**src/hw/asa_pkg.sv**
```systemverilog
// Constants and types for the alarm status aggregator
// Behaviour
// - Module alarm sinks when no severe error; floats on severe error or board absent.
// - Each info alarm sinks for green or orange indicator, floats for red.
// - Module alarm sinks when status indicator green, floats when red.
// - Status red when faulty or initializing, green when good, dark unpowered.
// - Info one ORs equalizer alarms: all red, some orange, none green.
// - Info two ORs reclocker alarms: all red, some orange, none green.
// - Info three is unused and held constantly dark.
// - Bypassed reclocker with known rate reports locked and actual rate.
// - Bypassed reclocker without known rate reports bypass and no rate.
// - Alarm outputs are open drain: sink or float, never drive high.
// - Four independent streams are counted when choosing colours.
package asa_pkg;

    // ----------------------------------------
    // Sizes
    // ----------------------------------------
    localparam int unsigned NUM_STREAMS = 4;
    localparam int unsigned RATE_W      = 3;

    // ----------------------------------------
    // Types
    // ----------------------------------------
    typedef enum logic [1:0] {
        ASA_LED_OFF,
        ASA_LED_RED,
        ASA_LED_ORANGE,
        ASA_LED_GREEN
    } asa_led_t;

    typedef enum logic [1:0] {
        ASA_RPT_UNLOCKED,
        ASA_RPT_LOCKED,
        ASA_RPT_BYPASS
    } asa_rpt_t;

    typedef struct packed {
        logic [NUM_STREAMS-1:0] eq_los;
        logic [NUM_STREAMS-1:0] rc_lol;
        logic [NUM_STREAMS-1:0] rc_bypass;
        logic [NUM_STREAMS-1:0] rate_known;
    } asa_flags_t;

    localparam logic [RATE_W-1:0] RATE_NONE = 3'h0;

endpackage

```
**src/hw/asa_top.sv**
```systemverilog
// Alarm aggregation: indicators, open-drain alarms and controller lock report
`timescale 1ns/1ps
module asa_top (
    input  wire logic                                   sys_clk,
    input  wire logic                                   reset_n,
    input  wire logic                                   power_good,
    input  wire logic                                   board_present,
    input  wire logic                                   module_fault,
    input  wire logic                                   init_done,
    input  wire asa_pkg::asa_flags_t                    flags_in,
    input  wire logic [asa_pkg::NUM_STREAMS*asa_pkg::RATE_W-1:0] rate_in,
    output asa_pkg::asa_led_t                           led_status,
    output asa_pkg::asa_led_t                           led_info1,
    output asa_pkg::asa_led_t                           led_info2,
    output asa_pkg::asa_led_t                           led_info3,
    output logic                                        alm_module_dat,
    output logic                                        alm_module_oe,
    output logic                                        alm_info1_dat,
    output logic                                        alm_info1_oe,
    output logic                                        alm_info2_dat,
    output logic                                        alm_info2_oe,
    output asa_pkg::asa_rpt_t [asa_pkg::NUM_STREAMS-1:0] rpt_state,
    output logic [asa_pkg::NUM_STREAMS*asa_pkg::RATE_W-1:0] rpt_rate
);

    localparam int unsigned N = asa_pkg::NUM_STREAMS;
    localparam int unsigned W = asa_pkg::RATE_W;

    // ----------------------------------------
    // Reset release
    // ----------------------------------------
    logic rst_s1_r;
    logic rst_n_r;
    always_ff @(posedge sys_clk or negedge reset_n) begin
        if (!reset_n) begin
            rst_s1_r <= 1'b0;
            rst_n_r  <= 1'b0;
        end else begin
            rst_s1_r <= 1'b1;
            rst_n_r  <= rst_s1_r;
        end
    end

    // ----------------------------------------
    // Input synchronisers
    // ----------------------------------------
    // Alarm sources come from other chips; two stages each
    localparam int unsigned SW = $bits(asa_pkg::asa_flags_t) + 4 + N*W;
    logic [SW-1:0] sync1_r;
    logic [SW-1:0] sync2_r;
    always_ff @(posedge sys_clk or negedge rst_n_r) begin
        if (!rst_n_r) begin
            sync1_r <= '0;
            sync2_r <= '0;
        end else begin
            sync1_r <= {flags_in, rate_in, power_good, board_present, module_fault, init_done};
            sync2_r <= sync1_r;
        end
    end

    asa_pkg::asa_flags_t fl;
    logic [N*W-1:0]      rate_s;
    logic                pwr_s;
    logic                brd_s;
    logic                flt_s;
    logic                ini_s;
    assign {fl, rate_s, pwr_s, brd_s, flt_s, ini_s} = sync2_r;

    // ----------------------------------------
    // Indicator colours
    // ----------------------------------------
    function automatic asa_pkg::asa_led_t info_colour(input logic [N-1:0] alm);
        if (&alm) begin
            info_colour = asa_pkg::ASA_LED_RED;
        end else if (|alm) begin
            info_colour = asa_pkg::ASA_LED_ORANGE;
        end else begin
            info_colour = asa_pkg::ASA_LED_GREEN;
        end
    endfunction

    asa_pkg::asa_led_t status_nxt;
    always_comb begin
        if (!pwr_s) begin
            status_nxt = asa_pkg::ASA_LED_OFF;
        end else if (flt_s || !ini_s || !brd_s) begin
            status_nxt = asa_pkg::ASA_LED_RED;
        end else begin
            status_nxt = asa_pkg::ASA_LED_GREEN;
        end
    end

    always_ff @(posedge sys_clk or negedge rst_n_r) begin
        if (!rst_n_r) begin
            led_status <= asa_pkg::ASA_LED_RED;
            led_info1  <= asa_pkg::ASA_LED_RED;
            led_info2  <= asa_pkg::ASA_LED_RED;
            led_info3  <= asa_pkg::ASA_LED_OFF;
        end else begin
            led_status <= status_nxt;
            led_info1  <= info_colour(fl.eq_los);
            led_info2  <= info_colour(fl.rc_lol);
            led_info3  <= asa_pkg::ASA_LED_OFF;
        end
    end

    // ----------------------------------------
    // Open-drain alarms
    // ----------------------------------------
    // data tied low, only enable moves
    assign alm_module_dat = 1'b0;
    assign alm_info1_dat  = 1'b0;
    assign alm_info2_dat  = 1'b0;

    assign alm_module_oe = (led_status == asa_pkg::ASA_LED_GREEN);
    assign alm_info1_oe  = (led_info1 == asa_pkg::ASA_LED_GREEN) || (led_info1 == asa_pkg::ASA_LED_ORANGE);
    assign alm_info2_oe  = (led_info2 == asa_pkg::ASA_LED_GREEN) || (led_info2 == asa_pkg::ASA_LED_ORANGE);

    // ----------------------------------------
    // Controller lock report
    // ----------------------------------------
    genvar g;
    generate
        for (g = 0; g < N; g++) begin : g_rpt
            always_ff @(posedge sys_clk or negedge rst_n_r) begin
                if (!rst_n_r) begin
                    rpt_state[g]          <= asa_pkg::ASA_RPT_UNLOCKED;
                    rpt_rate[g*W +: W]    <= asa_pkg::RATE_NONE;
                end else if (fl.rc_bypass[g]) begin
                    if (fl.rate_known[g]) begin
                        rpt_state[g]       <= asa_pkg::ASA_RPT_LOCKED;
                        rpt_rate[g*W +: W] <= rate_s[g*W +: W];
                    end else begin
                        rpt_state[g]       <= asa_pkg::ASA_RPT_BYPASS;
                        rpt_rate[g*W +: W] <= asa_pkg::RATE_NONE;
                    end
                end else begin
                    rpt_state[g]       <= fl.rc_lol[g] ? asa_pkg::ASA_RPT_UNLOCKED : asa_pkg::ASA_RPT_LOCKED;
                    rpt_rate[g*W +: W] <= fl.rc_lol[g] ? asa_pkg::RATE_NONE : rate_s[g*W +: W];
                end
            end
        end
    endgenerate

    // ----------------------------------------
    // Assertions
    // ----------------------------------------
    // Absent board floats module alarm
    board_absent_float_a: assert property (@(posedge sys_clk) disable iff (!rst_n_r)
        !brd_s |=> !alm_module_oe) else $error("module alarm sinks with board absent");
    module_mirror_a: assert property (@(posedge sys_clk) disable iff (!rst_n_r)
        alm_module_oe == (led_status == asa_pkg::ASA_LED_GREEN)) else $error("module alarm not mirroring");
    info_red_float_a: assert property (@(posedge sys_clk) disable iff (!rst_n_r)
        (led_info1 == asa_pkg::ASA_LED_RED) |-> !alm_info1_oe) else $error("info1 sinks while red");
    fault_red_a: assert property (@(posedge sys_clk) disable iff (!rst_n_r)
        (pwr_s && flt_s) |=> led_status == asa_pkg::ASA_LED_RED) else $error("fault not red");
    eq_all_red_a: assert property (@(posedge sys_clk) disable iff (!rst_n_r)
        (&fl.eq_los) |=> led_info1 == asa_pkg::ASA_LED_RED) else $error("info1 not red");
    rc_part_orange_a: assert property (@(posedge sys_clk) disable iff (!rst_n_r)
        (|fl.rc_lol && !(&fl.rc_lol)) |=> led_info2 == asa_pkg::ASA_LED_ORANGE) else $error("info2 not orange");
    info3_dark_a: assert property (@(posedge sys_clk) disable iff (!rst_n_r)
        led_info3 == asa_pkg::ASA_LED_OFF) else $error("info3 lit");
    byp_locked_a: assert property (@(posedge sys_clk) disable iff (!rst_n_r)
        (fl.rc_bypass[0] && fl.rate_known[0]) |=> rpt_state[0] == asa_pkg::ASA_RPT_LOCKED)
        else $error("bypass with rate not locked");
    byp_norate_a: assert property (@(posedge sys_clk) disable iff (!rst_n_r)
        (fl.rc_bypass[0] && !fl.rate_known[0]) |=> rpt_rate[W-1:0] == asa_pkg::RATE_NONE)
        else $error("bypass reports rate");
    never_high_a: assert property (@(posedge sys_clk) disable iff (!rst_n_r)
        !alm_module_dat && !alm_info1_dat && !alm_info2_dat) else $error("alarm drives high");
    no_latch_a: assert property (@(posedge sys_clk) disable iff (!rst_n_r)
        (fl.eq_los == '0) |=> led_info1 == asa_pkg::ASA_LED_GREEN) else $error("info1 latched");

    // ----------------------------------------
    // Status and module alarm
    // ----------------------------------------
    // Healthy module green
    status_green_a: assert property (@(posedge sys_clk) disable iff (!rst_n_r)
        (pwr_s && brd_s && !flt_s && ini_s) |=> led_status == asa_pkg::ASA_LED_GREEN)
        else $error("status not green");
    status_dark_a: assert property (@(posedge sys_clk) disable iff (!rst_n_r)
        !pwr_s |=> led_status == asa_pkg::ASA_LED_OFF)
        else $error("status lit without power");
    status_init_red_a: assert property (@(posedge sys_clk) disable iff (!rst_n_r)
        (pwr_s && !ini_s) |=> led_status == asa_pkg::ASA_LED_RED)
        else $error("status not red while initialising");
    module_sink_a: assert property (@(posedge sys_clk) disable iff (!rst_n_r)
        (pwr_s && brd_s && !flt_s && ini_s) |=> alm_module_oe)
        else $error("module alarm floats while healthy");
    fault_float_a: assert property (@(posedge sys_clk) disable iff (!rst_n_r)
        flt_s |=> !alm_module_oe)
        else $error("module alarm sinks on fault");
    reset_float_a: assert property (@(posedge sys_clk)
        !rst_n_r |-> !alm_module_oe && !alm_info1_oe && !alm_info2_oe)
        else $error("alarm sinks during reset");

    // ----------------------------------------
    // Info indicators and alarms
    // ----------------------------------------
    // Info two floats on red
    info2_red_float_a: assert property (@(posedge sys_clk) disable iff (!rst_n_r)
        (led_info2 == asa_pkg::ASA_LED_RED) |-> !alm_info2_oe)
        else $error("info2 sinks while red");
    info1_sink_a: assert property (@(posedge sys_clk) disable iff (!rst_n_r)
        (led_info1 inside {asa_pkg::ASA_LED_GREEN, asa_pkg::ASA_LED_ORANGE}) |-> alm_info1_oe)
        else $error("info1 floats while green or orange");
    info2_sink_a: assert property (@(posedge sys_clk) disable iff (!rst_n_r)
        (led_info2 inside {asa_pkg::ASA_LED_GREEN, asa_pkg::ASA_LED_ORANGE}) |-> alm_info2_oe)
        else $error("info2 floats while green or orange");
    eq_all_float_a: assert property (@(posedge sys_clk) disable iff (!rst_n_r)
        (&fl.eq_los) |=> !alm_info1_oe)
        else $error("info1 alarm sinks with all signals lost");
    rc_lock_sink_a: assert property (@(posedge sys_clk) disable iff (!rst_n_r)
        (fl.rc_lol == '0) |=> alm_info2_oe)
        else $error("info2 alarm floats with all locked");
    eq_part_orange_a: assert property (@(posedge sys_clk) disable iff (!rst_n_r)
        (|fl.eq_los && !(&fl.eq_los)) |=> led_info1 == asa_pkg::ASA_LED_ORANGE)
        else $error("info1 not orange");
    eq_one_orange_a: assert property (@(posedge sys_clk) disable iff (!rst_n_r)
        $onehot(fl.eq_los) |=> led_info1 == asa_pkg::ASA_LED_ORANGE)
        else $error("info1 ignores single loss");
    rc_all_red_a: assert property (@(posedge sys_clk) disable iff (!rst_n_r)
        (&fl.rc_lol) |=> led_info2 == asa_pkg::ASA_LED_RED)
        else $error("info2 not red");
    rc_none_green_a: assert property (@(posedge sys_clk) disable iff (!rst_n_r)
        (fl.rc_lol == '0) |=> led_info2 == asa_pkg::ASA_LED_GREEN)
        else $error("info2 not green");
    rc_three_orange_a: assert property (@(posedge sys_clk) disable iff (!rst_n_r)
        ($countones(fl.rc_lol) == N - 1) |=> led_info2 == asa_pkg::ASA_LED_ORANGE)
        else $error("info2 not orange with one lock left");

    // ----------------------------------------
    // Per-stream lock report
    // ----------------------------------------
    for (genvar s = 0; s < N; s++) begin : g_rpt_chk
        lock_state_a: assert property (@(posedge sys_clk) disable iff (!rst_n_r)
            (fl.rc_bypass[s] && fl.rate_known[s]) |=> rpt_state[s] == asa_pkg::ASA_RPT_LOCKED)
            else $error("bypass with rate not locked");
        lock_rate_a: assert property (@(posedge sys_clk) disable iff (!rst_n_r)
            (fl.rc_bypass[s] && fl.rate_known[s]) |=> rpt_rate[s*W +: W] == $past(rate_s[s*W +: W]))
            else $error("bypass rate not reported");
        byp_state_a: assert property (@(posedge sys_clk) disable iff (!rst_n_r)
            (fl.rc_bypass[s] && !fl.rate_known[s]) |=> rpt_state[s] == asa_pkg::ASA_RPT_BYPASS)
            else $error("bypass state not reported");
        byp_rate_a: assert property (@(posedge sys_clk) disable iff (!rst_n_r)
            (fl.rc_bypass[s] && !fl.rate_known[s]) |=> rpt_rate[s*W +: W] == asa_pkg::RATE_NONE)
            else $error("bypass reports a rate");
        live_lock_a: assert property (@(posedge sys_clk) disable iff (!rst_n_r)
            (!fl.rc_bypass[s] && !fl.rc_lol[s]) |=> rpt_state[s] == asa_pkg::ASA_RPT_LOCKED
                && rpt_rate[s*W +: W] == $past(rate_s[s*W +: W]))
            else $error("live lock not reported");
        lost_lock_a: assert property (@(posedge sys_clk) disable iff (!rst_n_r)
            (!fl.rc_bypass[s] && fl.rc_lol[s]) |=> rpt_state[s] == asa_pkg::ASA_RPT_UNLOCKED
                && rpt_rate[s*W +: W] == asa_pkg::RATE_NONE)
            else $error("lost lock not reported");
    end

    // ----------------------------------------
    // Cover points
    // ----------------------------------------
    green_cov: cover property (@(posedge sys_clk) led_status == asa_pkg::ASA_LED_GREEN);
    orange_cov: cover property (@(posedge sys_clk) led_info1 == asa_pkg::ASA_LED_ORANGE);
    bypass_cov: cover property (@(posedge sys_clk) rpt_state[0] == asa_pkg::ASA_RPT_BYPASS);
    red_info2_cov: cover property (@(posedge sys_clk) led_info2 == asa_pkg::ASA_LED_RED);
    dark_cov: cover property (@(posedge sys_clk) led_status == asa_pkg::ASA_LED_OFF);

endmodule // asa_top

```
**config.mk**
```make
export PLATFORM = sky130hd
export DESIGN_NAME = asa_top
export DESIGN_NICKNAME = d
export VERILOG_FILES = /design/src/hw/asa_pkg.sv /design/src/hw/asa_top.sv
export SDC_FILE = /design/constraint.sdc
export NUM_CORES = 1
export LEC_CHECK = 0
export CORE_MARGIN = 5
export CORE_UTILIZATION = 60
export CTS_CLUSTER_SIZE = 14
export DETAILED_ROUTE_END_ITERATION = 16
export DONT_BUFFER_PORTS = 1
export PLACE_DENSITY = 0.76
export SLEW_MARGIN = 20
export SYNTH_ARGS = -nofsm -noshare
export SYNTH_HDL_FRONTEND = slang
export SYNTH_SLANG_ARGS = --single-unit
```
**constraint.sdc**
```tcl
create_clock -name sys_clk -period 4.4 [get_ports sys_clk]
set_input_delay 0.88 -clock sys_clk [delete_from_list [all_inputs] [get_ports sys_clk]]
set_output_delay 0.88 -clock sys_clk [all_outputs]
set_load 0.01 [all_outputs]
```
==> results of run 1 <==
## report_power, final
| group | internal [mW] | total, mW | leakage [nW] | switching (mW) |
|---|---|---|---|---|
| sequential | 0.891 | 0.921 | 1.08 | 0.0300 |
| combinational | 0.00914 | 0.0264 | 0.100 | 0.0173 |
| clock | 0.324 | 0.577 | 0.112 | 0.253 |
## worst min path at each step
stage                                      from                    end  cells past startpoint
after floorplan              rst_s1_r$_DFF_PN0_      rst_n_r$_DFF_PN0_                      0
after global placement     sync1_r[3]$_DFF_PN0_   sync2_r[3]$_DFF_PN0_                      0
after detailed placement  sync1_r[19]$_DFF_PN0_  sync2_r[19]$_DFF_PN0_                      0
after CTS                               reset_n      rst_n_r$_DFF_PN0_                      0
after global routing                    reset_n      rst_n_r$_DFF_PN0_                      0
final                                   reset_n      rst_n_r$_DFF_PN0_                      0
## area by class of cell
| class | count | area (um^2) |
|---|---|---|
| flip-flops and latches | 92 | 2310 |
| repair buffers | 1 | 20.02 |
| fillers | 269 | 1241 |
| well taps | 50 | 62.56 |
| clock buffers | 13 | 178.9 |
| multi-input cells | 38 | 231.5 |
| clock inverters | 3 | 42.54 |
## cells in the mapped netlist
cell      count
nor2b_1       7
and2_1        1
nor2_1        4
conb_1        2
clkbuf_1      2
nor2b_2       1
nand2_1       2
buf_4         5
nand4_1       2
nor3b_1      12
and4b_1       1
or4_1         2
dfstp_2       3
dfrtp_1      89
## state kept, by name, summed over array words and instances, names as in the netlist
register / flops
rst_s1_r: 1
led_info1: 2
rst_n_r: 1
sync1_r: 32
rpt_rate: 12
rpt_state: 8
sync2_r: 32
led_info2: 2
led_status: 2
## metrics by stage
step                worst slack (ps)  instances  instance area [um^2]  hold WS [ps]  total power [mW]
finish                          2441        197                  2845         232.2             1.524
global route                    2394        197                  2845         195.6             1.591
CTS                             2411        196                  2825         206.9             1.542
detailed placement              2794        180                  2604         334.7            0.9641
global placement                2795        180                  2604         333.5            0.9592
floorplan                       1653        137                  2582         331.2            0.9549
## cells by family after synthesis
group / count (synthesis)
flops: 92
simple gates: 32
buf+inv: 7
other cells: 2
## per-layer routing
metal / up-vias / wire length [um] / part of all wire, % / track usage (%)
met5: - / 0 / 0 / 0
met4: 0 / 43 / 1.3 / 8.932
met3: 6 / 264 / 7.9 / 5.145
met2: 42 / 1883 / 56 / 23.01
met1: 515 / 1144 / 34 / 14.27
li1: 431 / - / - / -
==> flow_summary_export.csv, run 1 <==
group,metric,value,unit
global_routing,grt_total_usage,13.67,%
routing,viasPerCell,5.046,
timing,maxSlewViolCount,0,
synthesis,yosys.area.top_type_share,86.74,%
routing,drt_first_pass_iters,2,
routing,drtIter0Drc,32,
setup_path,worst-r2r-cell-count,2,
timing,fin_setup_tns,0,ps
timing,skew,4.970,ps
timing,timing.fmax,510.3,MHz
setup_path,r2r_end,"led_info2[0]$_DFF_PN1_",
placement,place_hpwl,2257,um
floorplanning,core_area,4086,um^2
floorplanning,die_x,75.42,um
synthesis,synth-seq-cells,92,
setup_path,cpPeakStageDelay,560,ps
synthesis,synth.area.mux_share,0,%
synthesis,synth_compound_gate_area_share,0,%
setup_path,critical_path_cell_with_the_highest_stage_delay,"dfstp_2",
synthesis,synth_fa_ha_area_share,0,%
floorplanning,fp.dieH,75.42,um
finish,layout_commonest_cell,"dfrtp_1",
clocking,post-cts-setup-buffer-count,0,
timing,finalCriticalPeriod,1959,ps
timing,worst_slew_pin_slew,522.2,ps
routing,antenna_violating_nets_post_route,0,
global_routing,initial_antenna_violation_count,0,
clocking,cts_tree,"built",
synthesis,distinct_cell_type_count_after_synthesis,14,
setup_path,worst_setup_path_startpoint,"led_status[0]$_DFF_PN1_",
clocking,clock_path_buffers,2,
timing,slew_headroom,65.18,%
setup_path,endpoint_kind,"primary output",
synthesis,synth_xor_xnor_area_share,0,%
finish,diodes,0,
setup_path,path_delay_family,"flip-flops",
synthesis,synth_top_family_by_area,"simple AND/OR/NAND/NOR gates",
clocking,tritoncts_buffers,9,
placement,gpl.final_weighted_congestion,0.6242,
synthesis,synthSimpleGateAreaFrac,8.138,%
global_routing,first_pass_grt_wire_length,5292,um
finish,utilization,69.63,%
synthesis,ys_top_cells_by_area,"dfrtp_1 87%, nor3b_1 3.5%, dfstp_2 3.1%, nor2b_1 1.7%, buf_4 1.5%",
setup_path,timing_worst_setup_path_type,"flip-flop to primary output",
outcome,status,"complete, no violations",
setup_path,arrival,1080,ps
pwr,pwr_density_cell,535.6,nW/um^2
setup_path,cp_num_buf_inv,0,
setup_path,rr_startpoint,"sync2_r[25]$_DFF_PN0_",
synthesis,post_synth_instance_area,2567,um^2
clocking,hold_buffers,0,
run,drv_cap,0,
routing,avgRoutedWirePerCell,16.92,um
timing,final-setup-viol-count,0,
setup_path,startpoint_type,"flip-flop",
hold_path,hold_path_class,"primary input to async pin",
clocking,ctsRootBufferMaster,"clkbuf_8",
clocking,clkLatencyLatePin,330,ps
setup_path,critical_path_peak_fanout,2,
finish,post_layout_nets,176,
finish,layout_common_cells,"88 x dfrtp_1, 13 x clkbuf_8, 12 x nor3b_1, 7 x nor2b_1, 6 x conb_1",
pwr,power.static_leakage,1.293,nW
floorplanning,die_area,5687,um^2
global_routing,grt_pass1_vias,1131,
finish,area_growth_syn_to_layout,10.82,%
clocking,postCtsResizedCells,0,
setup_path,worst_ep_required_time,3520,ps
synthesis,yosys_warnings,0,
routing,drt-total-wl,3334,um
synthesis,synth_largest_area_cell,"dfrtp_1",
pwr,vdd.ir_drop.worst,0.3135,mV
floorplanning,boundaryPins,68,
timing,timing_hold_violations_final,0,
setup_path,setup_crit_end,"alm_module_oe",
timing,fin_crit_sh,44.53,%
routing,post-route-drc-count,0,
clocking,clock_net_sink_count,92,
synthesis,synth_sequential_area_ratio,89.81,%
timing,setup_repair_after_global_routing_missed_its_margin,"no",
finish,final_layout_size_suffix_gt1_share,14.97,%
synthesis,postSynthCellCount,133,
routing,number_of_vias_in_the_routed_layout,994,
placement,placement.io_buffers,0,
synthesis,syn_area_per_cell,19.30,um^2
clocking,cts.reportedPaths.clkPinSlew,80,ps
setup_path,ff2ff_setup_slack,3340,ps
floorplanning,std_cell_rows,23,
floorplanning,start_util,62.83,%
clocking,ctsHtreeMaxLevel,3,
global_routing,grt_start_max_net_pins,91,
setup_path,critical_path_depth,1,
global_routing,overflow,0,
setup_path,crit_chain,"and2_1",
Note: power is estimated with default switching activity, not from simulation.
==> run 2: changes to the inputs <==
- CORE_UTILIZATION: 60 -> 59
- PLACE_DENSITY: 0.76 -> 0.75
- clock period: 4.4 -> 1.85 ns (I/O delays scaled with it)
==> run 2 against run 1 <==
  * Final area decreased by 0.40%
  * Critical path type unchanged
  * Setup slack worse by 2000 ps
  * Global-route usage shrank 0.64 points
  * Clock skew rose by 1.1 ps
  * Utilization decreased by 3.6 points
  * Largest power group unchanged
==> flow_summary_export.csv, run 2 (synthesis results as in run 1) <==
group,metric,value,unit
timing,setup_repair_after_global_routing_missed_its_margin,"no",
timing,fin_crit_sh,78.36,%
routing,met2RoutedLength,1758,um
setup_path,startpoint_type,"flip-flop",
setup_path,critical_path_cell_with_the_highest_stage_delay,"dfstp_2",
floorplanning,die_x,75.97,um
setup_path,endpoint_kind,"primary output",
routing,dr_wl_met3,331,um
setup_path,critical_path_peak_fanout,2,
clocking,postCtsResizedCells,0,
finish,layout_commonest_cell,"dfrtp_1",
routing,route.layer.met1.wl,1155,um
floorplanning,boundaryPins,68,
clocking,ctsRootBufferMaster,"clkbuf_8",
finish,instances_no_fill,202,
setup_path,worst_ep_required_time,1480,ps
global_routing,grt_start_max_net_pins,35,
pwr,power.static_leakage,1.278,nW
setup_path,ff2ff_setup_slack,790,ps
floorplanning,std_cell_rows,24,
hold_path,hold_path_class,"primary input to flip-flop",
setup_path,path_delay_family,"flip-flops",
routing,drt_first_pass_iters,4,
placement,placement.io_buffers,0,
global_routing,first_pass_grt_wire_length,5478,um
routing,viasPerCell,4.822,
placement,place_hpwl,2326,um
pwr,swShare,21.53,%
pwr,netSwitchingPower,741.6,uW
finish,largest_registers,"sync1_r: 32 flops, sync2_r: 32 flops, rpt_rate: 12 flops",
finish,post_layout_nets,178,
setup_path,cpPeakStageDelay,560,ps
routing,avgRoutedWirePerCell,16.27,um
timing,maxSlewViolCount,0,
clocking,cts.reportedPaths.clkPinSlew,90,ps
routing,antenna_violating_nets_post_route,0,
setup_path,cp_num_buf_inv,0,
timing,fin_setup_tns,0,ps
finish,area_growth_syn_to_layout,10.38,%
routing,post-route-drc-count,0,
setup_path,crit_chain,"and2_1",
pwr,seq_power_share,63.5,%
timing,final-setup-viol-count,0,
timing,skew,6.077,ps
pwr,portion_of_total_power_attributed_to_combinational_logic,2.0,%
routing,drt-total-wl,3286,um
floorplanning,start_util,59.79,%
clocking,ctsHtreeMaxLevel,3,
finish,final_layout_size_suffix_gt1_share,15.44,%
clocking,cts_tree,"built",
placement,placed_cell_area,2634,um^2
finish,layout_common_cells,"88 x dfrtp_1, 12 x nor3b_1, 11 x clkbuf_8, 7 x nor2b_1, 6 x conb_1",
floorplanning,die_area,5771,um^2
global_routing,initial_antenna_violation_count,1,
finish,num-fill-cells,284,
finish,final_design_area_no_fill,2834,um^2
timing,timing_hold_violations_final,0,
pwr,vdd.ir_drop.worst,0.7322,mV
timing,timing.fmax,689.8,MHz
timing,fin_hold_ws,42.72,ps
finish,layout.area.seq,2310,um^2
global_routing,grt_pass1_vias,1119,
pwr,clock_power_share,34.5,%
global_routing,grt_total_usage,13.04,%
routing,number_of_vias_in_the_routed_layout,974,
floorplanning,core_area,4294,um^2
finish,multi_input_area,231.5,um^2
setup_path,timing_worst_setup_path_type,"flip-flop to primary output",
outcome,status,"complete, no violations",
setup_path,arrival,1080,ps
clocking,clock_net_sink_count,92,
placement,gpl.final_weighted_congestion,0.7618,
timing,finalCriticalPeriod,1450,ps
clocking,clock_path_buffers,2,
pwr,internal-power,2.703,mW
floorplanning,fp.dieH,75.97,um
routing,maxUsedRoutingLayer,"met4",
clocking,tritoncts_buffers,9,
global_routing,overflow,0,
clocking,clkLatencyLatePin,350,ps
placement,dp_cells,184,
routing,drtIter0Drc,22,
pwr,pwr_density_cell,1216,nW/um^2
run,drv_cap,0,
## run 2: per-layer routing
| metal | GRT usage [%] | vias up |
|---|---|---|
| li1 | - | 435 |
| met1 | 13.20 | 488 |
| met2 | 20.55 | 46 |
| met3 | 8.886 | 5 |
| met4 | 5.872 | 0 |
| met5 | 0 | - |
## run 2: final timing paths
kind,startpoint,endpoint,cells past startpoint
worst max-delay path,led_status[0]$_DFF_PN1_,alm_module_oe,1
worst min-delay path,flags_in[15],sync1_r[31]$_DFF_PN0_,0
worst max register to register,sync2_r[29]$_DFF_PN0_,led_info1[0]$_DFF_PN1_,2
worst min register to register,rst_n_r$_DFF_PN0_,sync1_r[29]$_DFF_PN0_,0
max in group asynchronous,rst_n_r$_DFF_PN0_,rpt_state[5]$_DFF_PN0_,1
min in group asynchronous,reset_n,rst_n_r$_DFF_PN0_,1
## run 2: final cells by class
type                    count  share of cell area, %
flip-flops and latches     92                  81.50
multi-input cells          38                  8.168
clock buffers              11                  5.342
well taps                  52                  2.296
repair buffers              3                  1.325
clock inverters             5                  1.280
diodes                      1                0.08830
## run 2: power groups by stage
stage | combinational, mW | clock, mW | sequential [mW]
4_1_cts | 0.0725 | 1.24 | 2.19
3_5_place_dp | 0.0700 | 0 | 2.23
2_1_floorplan | 0.0440 | 0 | 2.23
5_1_grt | 0.0821 | 1.33 | 2.20
6_report | 0.0701 | 1.19 | 2.19
3_3_place_gp | 0.0664 | 0 | 2.22
## run 2: repair_timing
| action | in CTS | in global routing |
|---|---|---|
| hold endpoints to repair | 2 | 0 |
| setup buffers | 0 | 0 |
| hold buffers | 1 | 0 |
## run 2: through the flow
step / utilization [%] / total power, mW / setup slack (ps)
3_3_place_gp: 61.33 / 2.290 / 759.3
6_report: 66.00 / 3.445 / 400.3
4_1_cts: 65.94 / 3.502 / 367.6
5_1_grt: 66.00 / 3.615 / 354.4
3_5_place_dp: 61.33 / 2.301 / 762.8
2_1_floorplan: - / 2.271 / 302.8
==> run 3: changes to the inputs <==
- CORE_UTILIZATION: 59 -> 54
- PLACE_DENSITY: 0.75 -> 0.72
- clock period: 1.85 -> 1.2 ns (I/O delays scaled with it)
==> run 3 against run 2 <==
  * The run now ends with negative setup slack left
  * Worst hold slack better by 60 ps
  * Clock power is 66% higher
  * Total power is 61% higher
  * Sequential share of layout area is 8.5 points lower
  * Clock-buffer cell count stayed put
  * Utilization is 1.9 points higher
  * Wire length is 15% higher
  * Non-clock buffer count is 32 higher
  * Die area is 8.0% higher
  * Via count is 15% higher
  * Register-to-register slack worse by 620 ps
  * Critical endpoint unchanged
  * Largest cell class unchanged
  * Largest power group unchanged
==> flow_summary_export.csv, run 3 (synthesis results as in run 1) <==
group,metric,value,unit
timing,finalCriticalPeriod,1326,ps
timing,maxSlewViolCount,0,
run,drv_cap,0,
global_routing,first_pass_grt_wire_length,6320,um
global_routing,overflow,0,
global_routing,grt_pass1_vias,1287,
pwr,vdd.ir_drop.worst,1.331,mV
finish,instances_no_fill,235,
placement,dp_worst_setup_slack,194.0,ps
setup_path,worst_ep_required_time,960,ps
routing,viasPerCell,4.770,
global_routing,grt_start_max_net_pins,70,
setup_path,startpoint_type,"flip-flop",
routing,number_of_vias_in_the_routed_layout,1121,
setup_path,endpoint_kind,"primary output",
placement,gpl.final_weighted_congestion,0.6149,
finish,diodes,0,
floorplanning,std_cell_rows,25,
floorplanning,die_area,6234,um^2
routing,post-route-drc-count,0,
setup_path,crit_chain,"and2_4",
timing,fin_crit_sh,110.5,%
setup_path,critical_path_cell_with_the_highest_stage_delay,"dfstp_2",
placement,place_hpwl,2341,um
outcome,violations,"negative setup slack",
timing,timing.fmax,754.0,MHz
global_routing,grt_total_usage,14.51,%
floorplanning,die_x,78.96,um
clocking,clock_net_sink_count,92,
global_routing,initial_antenna_violation_count,0,
finish,layout_common_cells,"88 x dfrtp_1, 33 x dlygate4sd3_1, 12 x nor3b_1, 9 x clkbuf_8, 7 x nor2b_1",
setup_path,cp_num_buf_inv,0,
clocking,clkLatencyLatePin,350,ps
timing,worst_slack,-126.3,ps
routing,drtIter0Drc,40,
finish,layout_commonest_cell,"dfrtp_1",
setup_path,worst-r2r-cell-count,2,
finish,area_growth_syn_to_layout,23.20,%
routing,avgRoutedWirePerCell,16.07,um
setup_path,cpPeakStageDelay,570,ps
clocking,post-cts-setup-buffer-count,0,
timing,timing_hold_violations_final,0,
clocking,tritoncts_buffers,9,
floorplanning,start_util,55.09,%
placement,placement.io_buffers,0,
finish,post_layout_nets,210,
floorplanning,boundaryPins,68,
timing,skew,11.20,ps
routing,drt_first_pass_iters,4,
setup_path,arrival,1090,ps
setup_path,path_delay_family,"flip-flops",
setup_path,timing_worst_setup_path_type,"flip-flop to primary output",
timing,setup_repair_after_global_routing_missed_its_margin,"yes",
clocking,ctsRootBufferMaster,"clkbuf_8",
clocking,cts.reportedPaths.clkPinSlew,90,ps
hold_path,hold_path_class,"primary input to async pin",
pwr,pwr_density_cell,1754,nW/um^2
outcome,status,"complete, but fails checks",
setup_path,critical_path_depth,1,
pwr,power.static_leakage,1.416,nW
floorplanning,fp.dieH,78.96,um
finish,largest_registers,"sync1_r: 32 flops, sync2_r: 32 flops, rpt_rate: 12 flops",
placement,dp_cells,186,
routing,antenna_violating_nets_post_route,0,
clocking,cts_tree,"built",
finish,final_layout_size_suffix_gt1_share,12.15,%
timing,fin_setup_tns,-126.3,ps
timing,final-setup-viol-count,1,
routing,drt-total-wl,3776,um
clocking,ctsHtreeMaxLevel,3,
floorplanning,core_area,4661,um^2
setup_path,critical_path_peak_fanout,2,
pwr,post-layout-total-power,5.549,mW
clocking,clock_path_buffers,2,
==> run 3: changes by cell type in the layout (fill, tap and decap cells not counted) <==
cell	delta
and2_1	-1
and2_4	+1
bufinv_16	+1
clkbuf_1	+2
clkbuf_8	-2
clkinv_2	-1
clkinvlp_4	-1
diode_2	-1
dlygate4sd3_1	+32
inv_6	+1
==> run 3: metal layers <==
| layer | up-vias | wire length (um) | global-route usage (%) |
|---|---|---|---|
| met5 | - | 0 | 0 |
| met2 | 49 | 2118 | 25.30 |
| met3 | 6 | 299 | 8.844 |
| met1 | 570 | 1299 | 13.99 |
| met4 | 0 | 58 | 5.155 |
| li1 | 496 | - | - |
==> run 3: power by group <==
group          switching, mW  internal [mW]
Clock                   1.01          0.974
Combinational          0.106          0.108
Sequential            0.0891           3.27
==> run 3: worst paths after layout <==
kind | startpoint | end | slack, ps
setup / recovery | led_status[0]$_DFF_PN1_ | alm_module_oe | -130
hold / removal | reset_n | rst_s1_r$_DFF_PN0_ | 100
setup reg to reg | sync2_r[25]$_DFF_PN0_ | led_info2[0]$_DFF_PN1_ | 170
hold reg to reg | rst_n_r$_DFF_PN0_ | sync1_r[0]$_DFF_PN0_ | 320
max in group asynchronous | rst_n_r$_DFF_PN0_ | led_info2[0]$_DFF_PN1_ | 540
min in group sys_clk | sync1_r[13]$_DFF_PN0_ | sync2_r[13]$_DFF_PN0_ | 350
==> run 3: layout make-up <==
type,instances,area (um^2)
flip-flops and latches,92,2310
fillers,332,1498
repair buffers,35,357.8
multi-input cells,38,234.0
clock buffers,11,131.4
well taps,54,67.56
clock inverters,5,62.56
==> run 3: what timing repair did <==
item                                    in CTS  in global routing
endpoints found under the setup margin       1                  2
resized for setup                            1                  0
hold buffers                                33                  0
hold endpoints to repair                    34                  0
==> run 3: metrics by stage <==
stage | hold WS, ps | util (%) | instance area, um^2
finish | 102.8 | 67.87 | 3163
global route | 71.34 | 67.87 | 3163
CTS | 82.49 | 67.87 | 3163
detailed placement | -55.51 | 56.56 | 2636
global placement | -55.52 | 56.56 | 2636
floorplan | -55.59 | - | 2586
==> run 3: worst register-to-register path, delay by kind of cell (launching register included) <==
kind,cells,cell delay [ps]
DFF,1,390
and+or+nand+nor,2,590
